$ cat config.mk
export PLATFORM = sky130hd
export DESIGN_NAME = slps_top
export DESIGN_NICKNAME = d
export VERILOG_FILES = /design/src/rtl/slps_top.v
export VERILOG_INCLUDE_DIRS = /design/src /design/src/rtl
export SDC_FILE = /design/constraint.sdc
export NUM_CORES = 1
export LEC_CHECK = 0
export BUFFER_PORTS_ARGS = -buffer_cell sky130_fd_sc_hd__buf_2
export CORE_ASPECT_RATIO = 0.9
export CORE_MARGIN = 2
export CORE_UTILIZATION = 55
export DETAILED_ROUTE_END_ITERATION = 8
export PLACE_DENSITY = 0.77
export SYNTH_ARGS = -nofsm -noshare
export SYNTH_HDL_FRONTEND = slang
export SYNTH_SLANG_ARGS = --single-unit
$ cat constraint.sdc
create_clock -name CLK -period 8.65 [get_ports CLK]
set_input_delay 0.4325 -clock CLK [delete_from_list [all_inputs] [get_ports CLK]]
set_output_delay 0.4325 -clock CLK [all_outputs]
set_load 0.1 [all_outputs]
$ cat src/rtl/slps_consts.vh
// Constants for the serial link power and startup controller
`ifndef SLPS_CONSTS_VH
`define SLPS_CONSTS_VH

// Register indices (byte address is four times the index)
`define SLPS_IDX_SAWTOOTH_DIVIDER 6'h03
`define SLPS_IDX_CTRL 6'h04
`define SLPS_IDX_STAT 6'h05
`define SLPS_IDX_PROT 6'h06

// Control register fields
`define SLPS_CTRL_SLEEP 0
`define SLPS_CTRL_VIDEO 1
`define SLPS_CTRL_CFG 2
`define SLPS_CTRL_SS_LO 3
`define SLPS_CTRL_SS_HI 5
`define SLPS_CTRL_LANE4 6

// Reset values
`define SLPS_SAWTOOTH_DIVIDER_RST 6'h3F
`define SLPS_SS_OFF 3'h0
`define SLPS_SS_HALF 3'h1
`define SLPS_PROT_RST 32'h00000000

// Spread coefficients, four lanes then three lanes
`define SLPS_COEF4_LOW 8'h68
`define SLPS_COEF4_MID 8'h98
`define SLPS_COEF4_HIGH 8'hCC
`define SLPS_COEF3_LOW 8'h50
`define SLPS_COEF3_MID 8'h70
`define SLPS_COEF3_HIGH 8'h98

// Timing counts in clock cycles, except pixel lock which counts pixel clock edges
`define SLPS_PCLK_LOCK_EDGES 8'h40
`define SLPS_PCLK_GAP_CYC 8'h10
`define SLPS_OSC_LOCK_CYC 8'h80
`define SLPS_WAKE_CYC 8'h20

`endif

$ cat src/rtl/slps_top.v
// Power state, link startup and spread sawtooth control of a serializer
// Summary of operation
// - Modulation rate follows pixel clock, coefficient, divider
// - Four-lane coefficients 104, 152, 204
// - Three-lane coefficients 80, 112, 152
// - Writing sleep bit sleeps at once
// - Sleep clears protection registers, keeps configuration
// - Shutdown pin low: shutdown, outputs released
// - Shutdown entry restores software register defaults, latched straps keep their values
// - Leaving shutdown relatches strap input levels
// - Config link enable starts oscillator-clocked link
// - Video link enable overrides config link
// - Control channel ready only after link up
// - Startup select low: autostart video link
// - Startup select high: standby until enabled
// - Send wake-up after locking
// - Autostart wakes a sleeping far side
// - Divider held in bits 5:0 at index 3
`timescale 1ns/100ps
`default_nettype none
`include "slps_consts.vh"

module slps_top (
    input wire CLK,
    input wire RESET,
    input wire PSEL,
    input wire PENABLE,
    input wire PWRITE,
    input wire [7:0] PADDR,
    input wire [31:0] PWDATA,
    output reg [31:0] PRDATA,
    output wire PREADY,
    output wire PSLVERR,
    input wire SHUTDOWN_N,
    input wire RATE_SELECT_PIN,
    input wire SPREAD_AT_POWER_UP,
    input wire STARTUP_SELECT_N,
    input wire [1:0] BUS_ID,
    input wire PIXEL_CLOCK_IN,
    output reg SERIAL_TX_EN,
    output wire SERIAL_TX_OE,
    output reg WAKEUP_TX,
    output reg OSC_CLOCK_SEL,
    output reg CTRL_CHAN_READY,
    output reg SLEEP_ACTIVE,
    output reg [15:0] SS_RAMP,
    output reg SS_PERIOD_TICK
);

    // Link states
    localparam ST_STANDBY = 3'h0;
    localparam ST_LOCK = 3'h1;
    localparam ST_WAKE = 3'h2;
    localparam ST_UP = 3'h3;
    localparam ST_SLEEP = 3'h4;

    reg sd_s1_q, sd_s2_q;
    reg drs_s1_q, drs_s2_q;
    reg spread_at_power_up_s1_q, spread_at_power_up_s2_q;
    reg startup_select_n_s1_q, startup_select_n_s2_q;
    reg [1:0] bid_s1_q, bid_s2_q, bus_id_q;
    reg pck_s1_q, pck_s2_q, pck_prev_q;
    reg strap_pend_q, drs_q, startup_select_n_q;
    reg sleep_q, video_q, cfg_q, lane4_q;
    reg [2:0] ss_q, state_q, state_d;
    reg [5:0] sawtooth_divider_q;
    reg [31:0] prot_q;
    reg [7:0] cnt_q, cnt_d, gap_q, coef;
    reg link_video_q, link_video_d;
    reg [15:0] ramp_q;
    wire dev_off, pck_edge, pck_alive, wr_en, word_ok;
    wire hit_sawtooth_divider, hit_ctrl, hit_stat, hit_prot;
    wire [15:0] period, step;
    wire want_video, want_cfg;

    // Two-stage synchronisers for pins
    always @(posedge CLK or posedge RESET) begin
        if (RESET) begin
            sd_s1_q <= 1'b0;
            sd_s2_q <= 1'b0;
            drs_s1_q <= 1'b0;
            drs_s2_q <= 1'b0;
            spread_at_power_up_s1_q <= 1'b0;
            spread_at_power_up_s2_q <= 1'b0;
            startup_select_n_s1_q <= 1'b0;
            startup_select_n_s2_q <= 1'b0;
            bid_s1_q <= 2'h0;
            bid_s2_q <= 2'h0;
            pck_s1_q <= 1'b0;
            pck_s2_q <= 1'b0;
        end else begin
            sd_s1_q <= SHUTDOWN_N;
            sd_s2_q <= sd_s1_q;
            drs_s1_q <= RATE_SELECT_PIN;
            drs_s2_q <= drs_s1_q;
            spread_at_power_up_s1_q <= SPREAD_AT_POWER_UP;
            spread_at_power_up_s2_q <= spread_at_power_up_s1_q;
            startup_select_n_s1_q <= STARTUP_SELECT_N;
            startup_select_n_s2_q <= startup_select_n_s1_q;
            bid_s1_q <= BUS_ID;
            bid_s2_q <= bid_s1_q;
            pck_s1_q <= PIXEL_CLOCK_IN;
            pck_s2_q <= pck_s1_q;
        end
    end

    assign dev_off = ~sd_s2_q;
    assign pck_edge = pck_s2_q & ~pck_prev_q;
    assign pck_alive = (gap_q != 8'h00);

    // Pixel clock edge and activity tracking
    always @(posedge CLK or posedge RESET) begin
        if (RESET) begin
            pck_prev_q <= 1'b0;
            gap_q <= 8'h00;
        end else begin
            pck_prev_q <= pck_s2_q;
            if (pck_edge) begin
                gap_q <= `SLPS_PCLK_GAP_CYC;
            end else if (gap_q != 8'h00) begin
                gap_q <= gap_q - 8'h01;
            end
        end
    end

    // APB decode, zero wait states
    assign PREADY = 1'b1;
    assign word_ok = (PADDR[1:0] == 2'h0);
    assign hit_sawtooth_divider = word_ok & (PADDR[7:2] == `SLPS_IDX_SAWTOOTH_DIVIDER);
    assign hit_ctrl = word_ok & (PADDR[7:2] == `SLPS_IDX_CTRL);
    assign hit_stat = word_ok & (PADDR[7:2] == `SLPS_IDX_STAT);
    assign hit_prot = word_ok & (PADDR[7:2] == `SLPS_IDX_PROT);
    assign PSLVERR = PSEL & PENABLE & ~(hit_sawtooth_divider | hit_ctrl | hit_stat | hit_prot);
    assign wr_en = PSEL & PENABLE & PWRITE & ~dev_off;

    // Straps and software registers; shutdown holds the software registers at defaults, straps keep their values
    always @(posedge CLK or posedge RESET) begin
        if (RESET) begin
            strap_pend_q <= 1'b1;
            drs_q <= 1'b0;
            startup_select_n_q <= 1'b1;
            bus_id_q <= 2'h0;
            sleep_q <= 1'b0;
            video_q <= 1'b0;
            cfg_q <= 1'b0;
            lane4_q <= 1'b0;
            ss_q <= `SLPS_SS_OFF;
            sawtooth_divider_q <= `SLPS_SAWTOOTH_DIVIDER_RST;
            prot_q <= `SLPS_PROT_RST;
        end else if (dev_off) begin
            strap_pend_q <= 1'b1;
            sleep_q <= 1'b0;
            video_q <= 1'b0;
            cfg_q <= 1'b0;
            lane4_q <= 1'b0;
            ss_q <= `SLPS_SS_OFF;
            sawtooth_divider_q <= `SLPS_SAWTOOTH_DIVIDER_RST;
            prot_q <= `SLPS_PROT_RST;
        end else if (strap_pend_q) begin
            // Latch straps on leaving reset or shutdown
            strap_pend_q <= 1'b0;
            drs_q <= drs_s2_q;
            startup_select_n_q <= startup_select_n_s2_q;
            bus_id_q <= bid_s2_q;
            ss_q <= spread_at_power_up_s2_q ? `SLPS_SS_HALF : `SLPS_SS_OFF;
            video_q <= ~startup_select_n_s2_q;
        end else begin
            if (wr_en && hit_ctrl) begin
                sleep_q <= PWDATA[`SLPS_CTRL_SLEEP];
                video_q <= PWDATA[`SLPS_CTRL_VIDEO];
                cfg_q <= PWDATA[`SLPS_CTRL_CFG];
                ss_q <= PWDATA[`SLPS_CTRL_SS_HI:`SLPS_CTRL_SS_LO];
                lane4_q <= PWDATA[`SLPS_CTRL_LANE4];
            end
            if (wr_en && hit_sawtooth_divider) begin
                sawtooth_divider_q <= PWDATA[5:0];
            end
            if (wr_en && hit_ctrl && PWDATA[`SLPS_CTRL_SLEEP]) begin
                prot_q <= `SLPS_PROT_RST;
            end else if (wr_en && hit_prot) begin
                prot_q <= PWDATA;
            end
        end
    end

    // Read data mux
    always @* begin
        PRDATA = 32'h00000000;
        if (hit_sawtooth_divider) begin
            PRDATA[5:0] = sawtooth_divider_q;
        end else if (hit_ctrl) begin
            PRDATA[6:0] = {lane4_q, ss_q, cfg_q, video_q, sleep_q};
        end else if (hit_stat) begin
            PRDATA[9:0] = {bus_id_q, startup_select_n_q, drs_q, link_video_q, pck_alive,
                           CTRL_CHAN_READY, state_q};
        end else if (hit_prot) begin
            PRDATA = prot_q;
        end
    end

    // Video wins over the config link
    assign want_video = video_q;
    assign want_cfg = cfg_q & ~video_q;

    // Link startup state machine
    always @* begin
        state_d = state_q;
        cnt_d = cnt_q;
        link_video_d = link_video_q;
        case (state_q)
            ST_STANDBY: begin
                // Standby sends nothing until enabled
                cnt_d = 8'h00;
                if (sleep_q) begin
                    state_d = ST_SLEEP;
                end else if (want_video || want_cfg) begin
                    state_d = ST_LOCK;
                    link_video_d = want_video;
                end
            end
            ST_LOCK: begin
                if (sleep_q) begin
                    state_d = ST_SLEEP;
                end else if (!want_video && !want_cfg) begin
                    state_d = ST_STANDBY;
                end else if (want_video != link_video_q) begin
                    state_d = ST_LOCK;
                    link_video_d = want_video;
                    cnt_d = 8'h00;
                end else if (link_video_q) begin
                    // Count pixel edges while the clock stays alive
                    if (!pck_alive) begin
                        cnt_d = 8'h00;
                    end else if (pck_edge) begin
                        cnt_d = cnt_q + 8'h01;
                    end
                    if (cnt_q == `SLPS_PCLK_LOCK_EDGES) begin
                        state_d = ST_WAKE;
                        cnt_d = 8'h00;
                    end
                end else begin
                    cnt_d = cnt_q + 8'h01;
                    if (cnt_q == `SLPS_OSC_LOCK_CYC) begin
                        state_d = ST_WAKE;
                        cnt_d = 8'h00;
                    end
                end
            end
            ST_WAKE: begin
                // Wake-up burst toward the far side
                cnt_d = cnt_q + 8'h01;
                if (sleep_q) begin
                    state_d = ST_SLEEP;
                end else if (cnt_q == `SLPS_WAKE_CYC) begin
                    state_d = ST_UP;
                    cnt_d = 8'h00;
                end
            end
            ST_UP: begin
                cnt_d = 8'h00;
                if (sleep_q) begin
                    state_d = ST_SLEEP;
                end else if (!want_video && !want_cfg) begin
                    state_d = ST_STANDBY;
                end else if (want_video != link_video_q) begin
                    state_d = ST_LOCK;
                    link_video_d = want_video;
                end else if (link_video_q && !pck_alive) begin
                    state_d = ST_LOCK;
                end
            end
            ST_SLEEP: begin
                cnt_d = 8'h00;
                if (!sleep_q) begin
                    state_d = ST_STANDBY;
                end
            end
            default: begin
                state_d = ST_STANDBY;
                cnt_d = 8'h00;
            end
        endcase
    end

    // State registers, cleared while shut down
    always @(posedge CLK or posedge RESET) begin
        if (RESET) begin
            state_q <= ST_STANDBY;
            cnt_q <= 8'h00;
            link_video_q <= 1'b0;
        end else if (dev_off || strap_pend_q) begin
            state_q <= ST_STANDBY;
            cnt_q <= 8'h00;
            link_video_q <= 1'b0;
        end else begin
            state_q <= state_d;
            cnt_q <= cnt_d;
            link_video_q <= link_video_d;
        end
    end

    // Registered link outputs
    always @(posedge CLK or posedge RESET) begin
        if (RESET) begin
            SERIAL_TX_EN <= 1'b0;
            WAKEUP_TX <= 1'b0;
            OSC_CLOCK_SEL <= 1'b0;
            CTRL_CHAN_READY <= 1'b0;
            SLEEP_ACTIVE <= 1'b0;
        end else begin
            SERIAL_TX_EN <= ~dev_off & ((state_d == ST_WAKE) | (state_d == ST_UP));
            WAKEUP_TX <= ~dev_off & (state_d == ST_WAKE);
            OSC_CLOCK_SEL <= ~dev_off & (state_d != ST_STANDBY) & (state_d != ST_SLEEP)
                             & ~link_video_d;
            CTRL_CHAN_READY <= ~dev_off & (state_d == ST_UP);
            SLEEP_ACTIVE <= ~dev_off & sleep_q;
        end
    end

    // Outputs float while shut down
    assign SERIAL_TX_OE = sd_s2_q;

    // Spread coefficient by lane mode and spread select
    always @* begin
        case ({lane4_q, ss_q})
            4'h1, 4'h5: coef = `SLPS_COEF3_LOW;
            4'h2, 4'h6: coef = `SLPS_COEF3_MID;
            4'h3, 4'h7: coef = `SLPS_COEF3_HIGH;
            4'h9, 4'hD: coef = `SLPS_COEF4_LOW;
            4'hA, 4'hE: coef = `SLPS_COEF4_MID;
            4'hB, 4'hF: coef = `SLPS_COEF4_HIGH;
            default: coef = 8'h00;
        endcase
    end

    // Period is coefficient times divider; rate pin doubles the step
    assign period = {8'h00, coef} * {10'h000, sawtooth_divider_q};
    assign step = drs_q ? 16'h0002 : 16'h0001;

    // Sawtooth ramp, one step per pixel clock edge
    always @(posedge CLK or posedge RESET) begin
        if (RESET) begin
            ramp_q <= 16'h0000;
            SS_RAMP <= 16'h0000;
            SS_PERIOD_TICK <= 1'b0;
        end else begin
            SS_PERIOD_TICK <= 1'b0;
            if (dev_off || coef == 8'h00 || sawtooth_divider_q == 6'h00 || !SERIAL_TX_EN) begin
                ramp_q <= 16'h0000;
            end else if (pck_edge) begin
                if (ramp_q + step >= period) begin
                    ramp_q <= 16'h0000;
                    SS_PERIOD_TICK <= 1'b1;
                end else begin
                    ramp_q <= ramp_q + step;
                end
            end
            SS_RAMP <= ramp_q;
        end
    end

endmodule // slps_top
`default_nettype wire

==> impl_results.rst <==
.. list-table::
   :header-rows: 1

   * - Metric
     - Value
   * - # hold bufs at CTS
     - 0
   * - Number of sinks driven by the clock tree
     - 123
   * - Worst vdd ir
     - 154 uV
   * - Classification of the worst-slack hold path
     - in2reg
   * - Site Rows
     - 39
   * - Global placer's final weighted congestion
     - 0.893
   * - Kind of launch point of the worst setup path
     - flip-flop
   * - Total Neg Setup Slack
     - 0 ns
   * - Top-area cell type share of the netlist area
     - 41.1%
   * - Cell type with the largest total area after synthesis
     - sky130_fd_sc_hd__dfrtp_1
   * - Initial core utilization
     - 55.8%
   * - Signed area change from the synthesized netlist to the final layout
     - 17.2%
   * - PostCTS Resize Cnt
     - 0
   * - Achievable Freq
     - 174 MHz
   * - Initial DRC count
     - between 300 and 400
   * - Final setup vio count
     - 0
   * - Number of instances in the synthesized netlist
     - 683
   * - Diode count
     - 0
   * - Headroom to the max-slew limit
     - approximately a fifth
   * - Number of buffers inserted to repair setup after CTS
     - 0
   * - Via count of the first global-routing pass
     - 5712
   * - Count of fill cells added during filler insertion
     - 981
   * - Average detailed-routed wire length per instance
     - 17.0 um
   * - TritonCTS clock tree
     - done
   * - Mean area per synthesized cell
     - between 10 and 15 sq um
   * - Buffer levels on the longest clock path
     - 2
   * - Transition time of the tightest slew-check pin
     - 1.19 ns
   * - Seq cells post-synth
     - approximately 120
   * - Syn nets
     - 794
   * - Count of boundary I/O pins
     - around 110
   * - IO buf count
     - ~110
   * - Number of pins with negative max-slew slack in the final report
     - 0
   * - Start-to-end type of the worst setup path
     - reg2reg
   * - H-Tree Depth
     - 4
   * - Number of antenna violations at the first check in global routing
     - 0
   * - Highest fanout seen on the critical path
     - 17
   * - CP arrival
     - 6.10 ns
   * - Reported leakage power
     - just over 4 nW
   * - Die area
     - 0.0136 sq mm
   * - HPWL Detailed
     - 11300 um
   * - Pin count of the biggest net entering global routing
     - 66
   * - Primary FF master, synth
     - sky130_fd_sc_hd__dfrtp_1
   * - Floorplan Core Area
     - approximately 0.013 sq mm
   * - Part of the Yosys area used for sequential elements
     - 44.1%
   * - Data required time at the worst endpoint
     - 8.99 ns
   * - Via Count
     - 5561
   * - Filler-free cell count of the finished design
     - 958
   * - Total number of yosys warnings
     - 0
   * - # Max-Cap Violations
     - 0
   * - Finished layout cell area
     - 0.00821 sq mm
   * - Category of the worst setup path capture point
     - flip-flop
   * - All-Layer GR Usage
     - 25.5%
   * - Area contributors post-synth
     - sky130_fd_sc_hd__dfrtp_1 41%, sky130_fd_sc_hd__ha_1 7.3%, sky130_fd_sc_hd__fa_1 5.1%, sky130_fd_sc_hd__a22o_1 3.9%, sky130_fd_sc_hd__and2_1 3.8%
   * - NumNets Final
     - 892
   * - Part of the cycle the worst path needs
     - 66.6%
   * - Wire length of the first global-routing pass
     - 27400 um
   * - Time the worst path needs with I/O delays and setup
     - approximately 5.8 ns
   * - Worst-case clock skew
     - 0.00916 ns
   * - Async set or reset register ratio after synthesis
     - 100%
   * - 1st-pass router iterations
     - 5
   * - GR Overflow Total
     - 0
   * - Area after DPL
     - 0.00761 sq mm
   * - Setup repair after global routing missed its margin
     - no
   * - Cell count after placement
     - 926
   * - Run status
     - finished clean
   * - Overall die width
     - 123 um
   * - Number of flops mapped to enable cells by yosys
     - 0
   * - Post-synth design cell area
     - approximately 0.007 sq mm
   * - Most common library cell in the layout ignoring fill and taps
     - sky130_fd_sc_hd__dfrtp_1
   * - Final Hold Viols
     - 0
   * - Insertion delay of the later-clocked pin in the worst-skew pair
     - about 0.43 ns
   * - Vertical die dimension
     - ~110 um
   * - Total Wirelength
     - 16300 um
   * - Leading cell types in the layout, fill and taps excluded
     - 115 x sky130_fd_sc_hd__dfrtp_1, 107 x sky130_fd_sc_hd__buf_2, 52 x sky130_fd_sc_hd__nand2_1, 50 x sky130_fd_sc_hd__inv_1, 49 x sky130_fd_sc_hd__nor2_1
   * - Clock buffers created by TritonCTS
     - 17
   * - Vias per cell
     - between 5 and 6
   * - Root Buffer Master
     - sky130_fd_sc_hd__clkbuf_16
   * - Share of cells above drive strength 1
     - 20.7%
   * - Post-route DRC
     - 0
   * - Library cells used by synthesis
     - 65
   * - Register clock-pin slew on the reported worst setup and hold paths
     - around 0.06 ns
   * - Power density over the cells
     - 183 mW/mm^2
   * - Post-DRT Antenna Nets
     - 0
critical path, stage by stage, from the launching register on:
cell and delay [ns]:
sky130_fd_sc_hd__dfrtp_1 0.49, sky130_fd_sc_hd__inv_1 0.11, sky130_fd_sc_hd__ha_1 0.22, sky130_fd_sc_hd__o21ai_0 0.41, sky130_fd_sc_hd__nand2_1 0.14, sky130_fd_sc_hd__fa_1 0.50
sky130_fd_sc_hd__fa_1 0.52, sky130_fd_sc_hd__fa_1 0.55, sky130_fd_sc_hd__inv_1 0.04, sky130_fd_sc_hd__ha_1 0.32, sky130_fd_sc_hd__a21oi_1 0.22, sky130_fd_sc_hd__nand2b_1 0.14
sky130_fd_sc_hd__a21oi_1 0.09, sky130_fd_sc_hd__o41ai_1 0.31, sky130_fd_sc_hd__xor2_1 0.20, sky130_fd_sc_hd__ha_1 0.26, sky130_fd_sc_hd__nand2_1 0.08, sky130_fd_sc_hd__nor2_1 0.05
sky130_fd_sc_hd__o22ai_1 0.15, sky130_fd_sc_hd__o211a_1 0.53, sky130_fd_sc_hd__a31oi_1 0.16, sky130_fd_sc_hd__mux2i_1 0.18
layout make-up:
| cell class | count | area, sq um | share of cell area (%) |
|---|---|---|---|
| timing repair buffer | 110 | 558 | 6.80 |
| clock buffer | 20 | 447 | 5.44 |
| multi-input combinational | 477 | 3560 | 43.4 |
| tap | 164 | 205 | 2.50 |
| inverter | 52 | 198 | 2.41 |
| sequential | 123 | 3090 | 37.6 |
| clock inverter | 12 | 148 | 1.80 |
synthesized netlist by cell type, drive strengths merged (7+ instances only):
| cell type | instances |
|---|---|
| buf | 12 |
| o21ai | 29 |
| nor2b | 12 |
| and2 | 42 |
| ha | 41 |
| nand4 | 7 |
| nor4 | 9 |
| nand2 | 52 |
| nand3 | 14 |
| xnor2 | 9 |
| inv | 52 |
| nand2b | 12 |
| clkbuf | 19 |
| xor2 | 16 |
| a32o | 11 |
| a211oi | 7 |
| nor2 | 51 |
| a22o | 31 |
| nor3 | 8 |
| dfrtp | 115 |
| dfstp | 8 |
| mux2i | 16 |
| and3 | 10 |
| fa | 18 |
| a21oi | 20 |
power breakdown:
group	internal, mW	switching, mW	leakage [nW]
Clock	0.458	0.256	0.290
Sequential	0.599	0.0281	1.64
Combinational	0.0638	0.0966	2.19
routing by layer:
metal / up-vias / part of all wire (%) / GRT usage [%]
li1: 2580 / - / -
met2: 228 / 49 / 41.0
met4: 0 / 2.5 / 10.6
met5: - / 0 / 0
met1: 2710 / 43 / 33.5
met3: 43 / 6.3 / 5.30
registers in the layout, indices dropped and copies added, names as in the netlist, 3 cells and up:
register,cells
state_q,3
SS_RAMP,16
ss_q,3
sawtooth_divider_q,6
gap_q,8
ramp_q,16
cnt_q,8
prot_q,32
per-stage QoR:
step                      worst slack, ns  util, %  total power [mW]  hold slack, ns
final                                2.89     65.4              1.50           0.113
after global routing                 2.48     65.4              1.56          0.0988
after CTS                            2.88     65.4              1.51           0.101
after detailed placement             2.97     60.7             0.797           0.335
after global placement               3.20     60.7             0.787           0.334
after floorplan                      3.53        -             0.751           0.331
kinds of logic (layout without fill, tap and decap cells):
logic type | Yosys count | in the layout | synth area share, %
and+or+nand+nor | 238 | 238 | 18.0
AOI/OAI and AO/OA | 132 | 132 | 14.0
DFF | 123 | 123 | 44.1
buffers and inverters | 83 | 194 | 5.04
adders and majority gates | 59 | 59 | 12.5
xor gates and xnor gates | 25 | 25 | 3.13
muxes | 22 | 22 | 3.25
other | 1 | 1 | 0.0536
final timing paths:
check	start	end	slack, ns	cells after the start
worst max-delay path	ss_q[0]$_DFFE_PP0P_	ramp_q[5]$_DFFE_PP0P_	2.89	21
worst min-delay path	STARTUP_SELECT_N	startup_select_n_s1_q$_DFF_PP0_	0.11	1
worst max register to register	ss_q[0]$_DFFE_PP0P_	ramp_q[5]$_DFFE_PP0P_	2.89	21
worst min register to register	pck_s1_q$_DFF_PP0_	pck_s2_q$_DFF_PP0_	0.34	0
max in group asynchronous	RESET	prot_q[28]$_DFFE_PP0P_	7.27	3
min in group asynchronous	RESET	ramp_q[7]$_DFFE_PP0P_	0.16	2
Note: power is estimated with default switching activity, not from simulation.
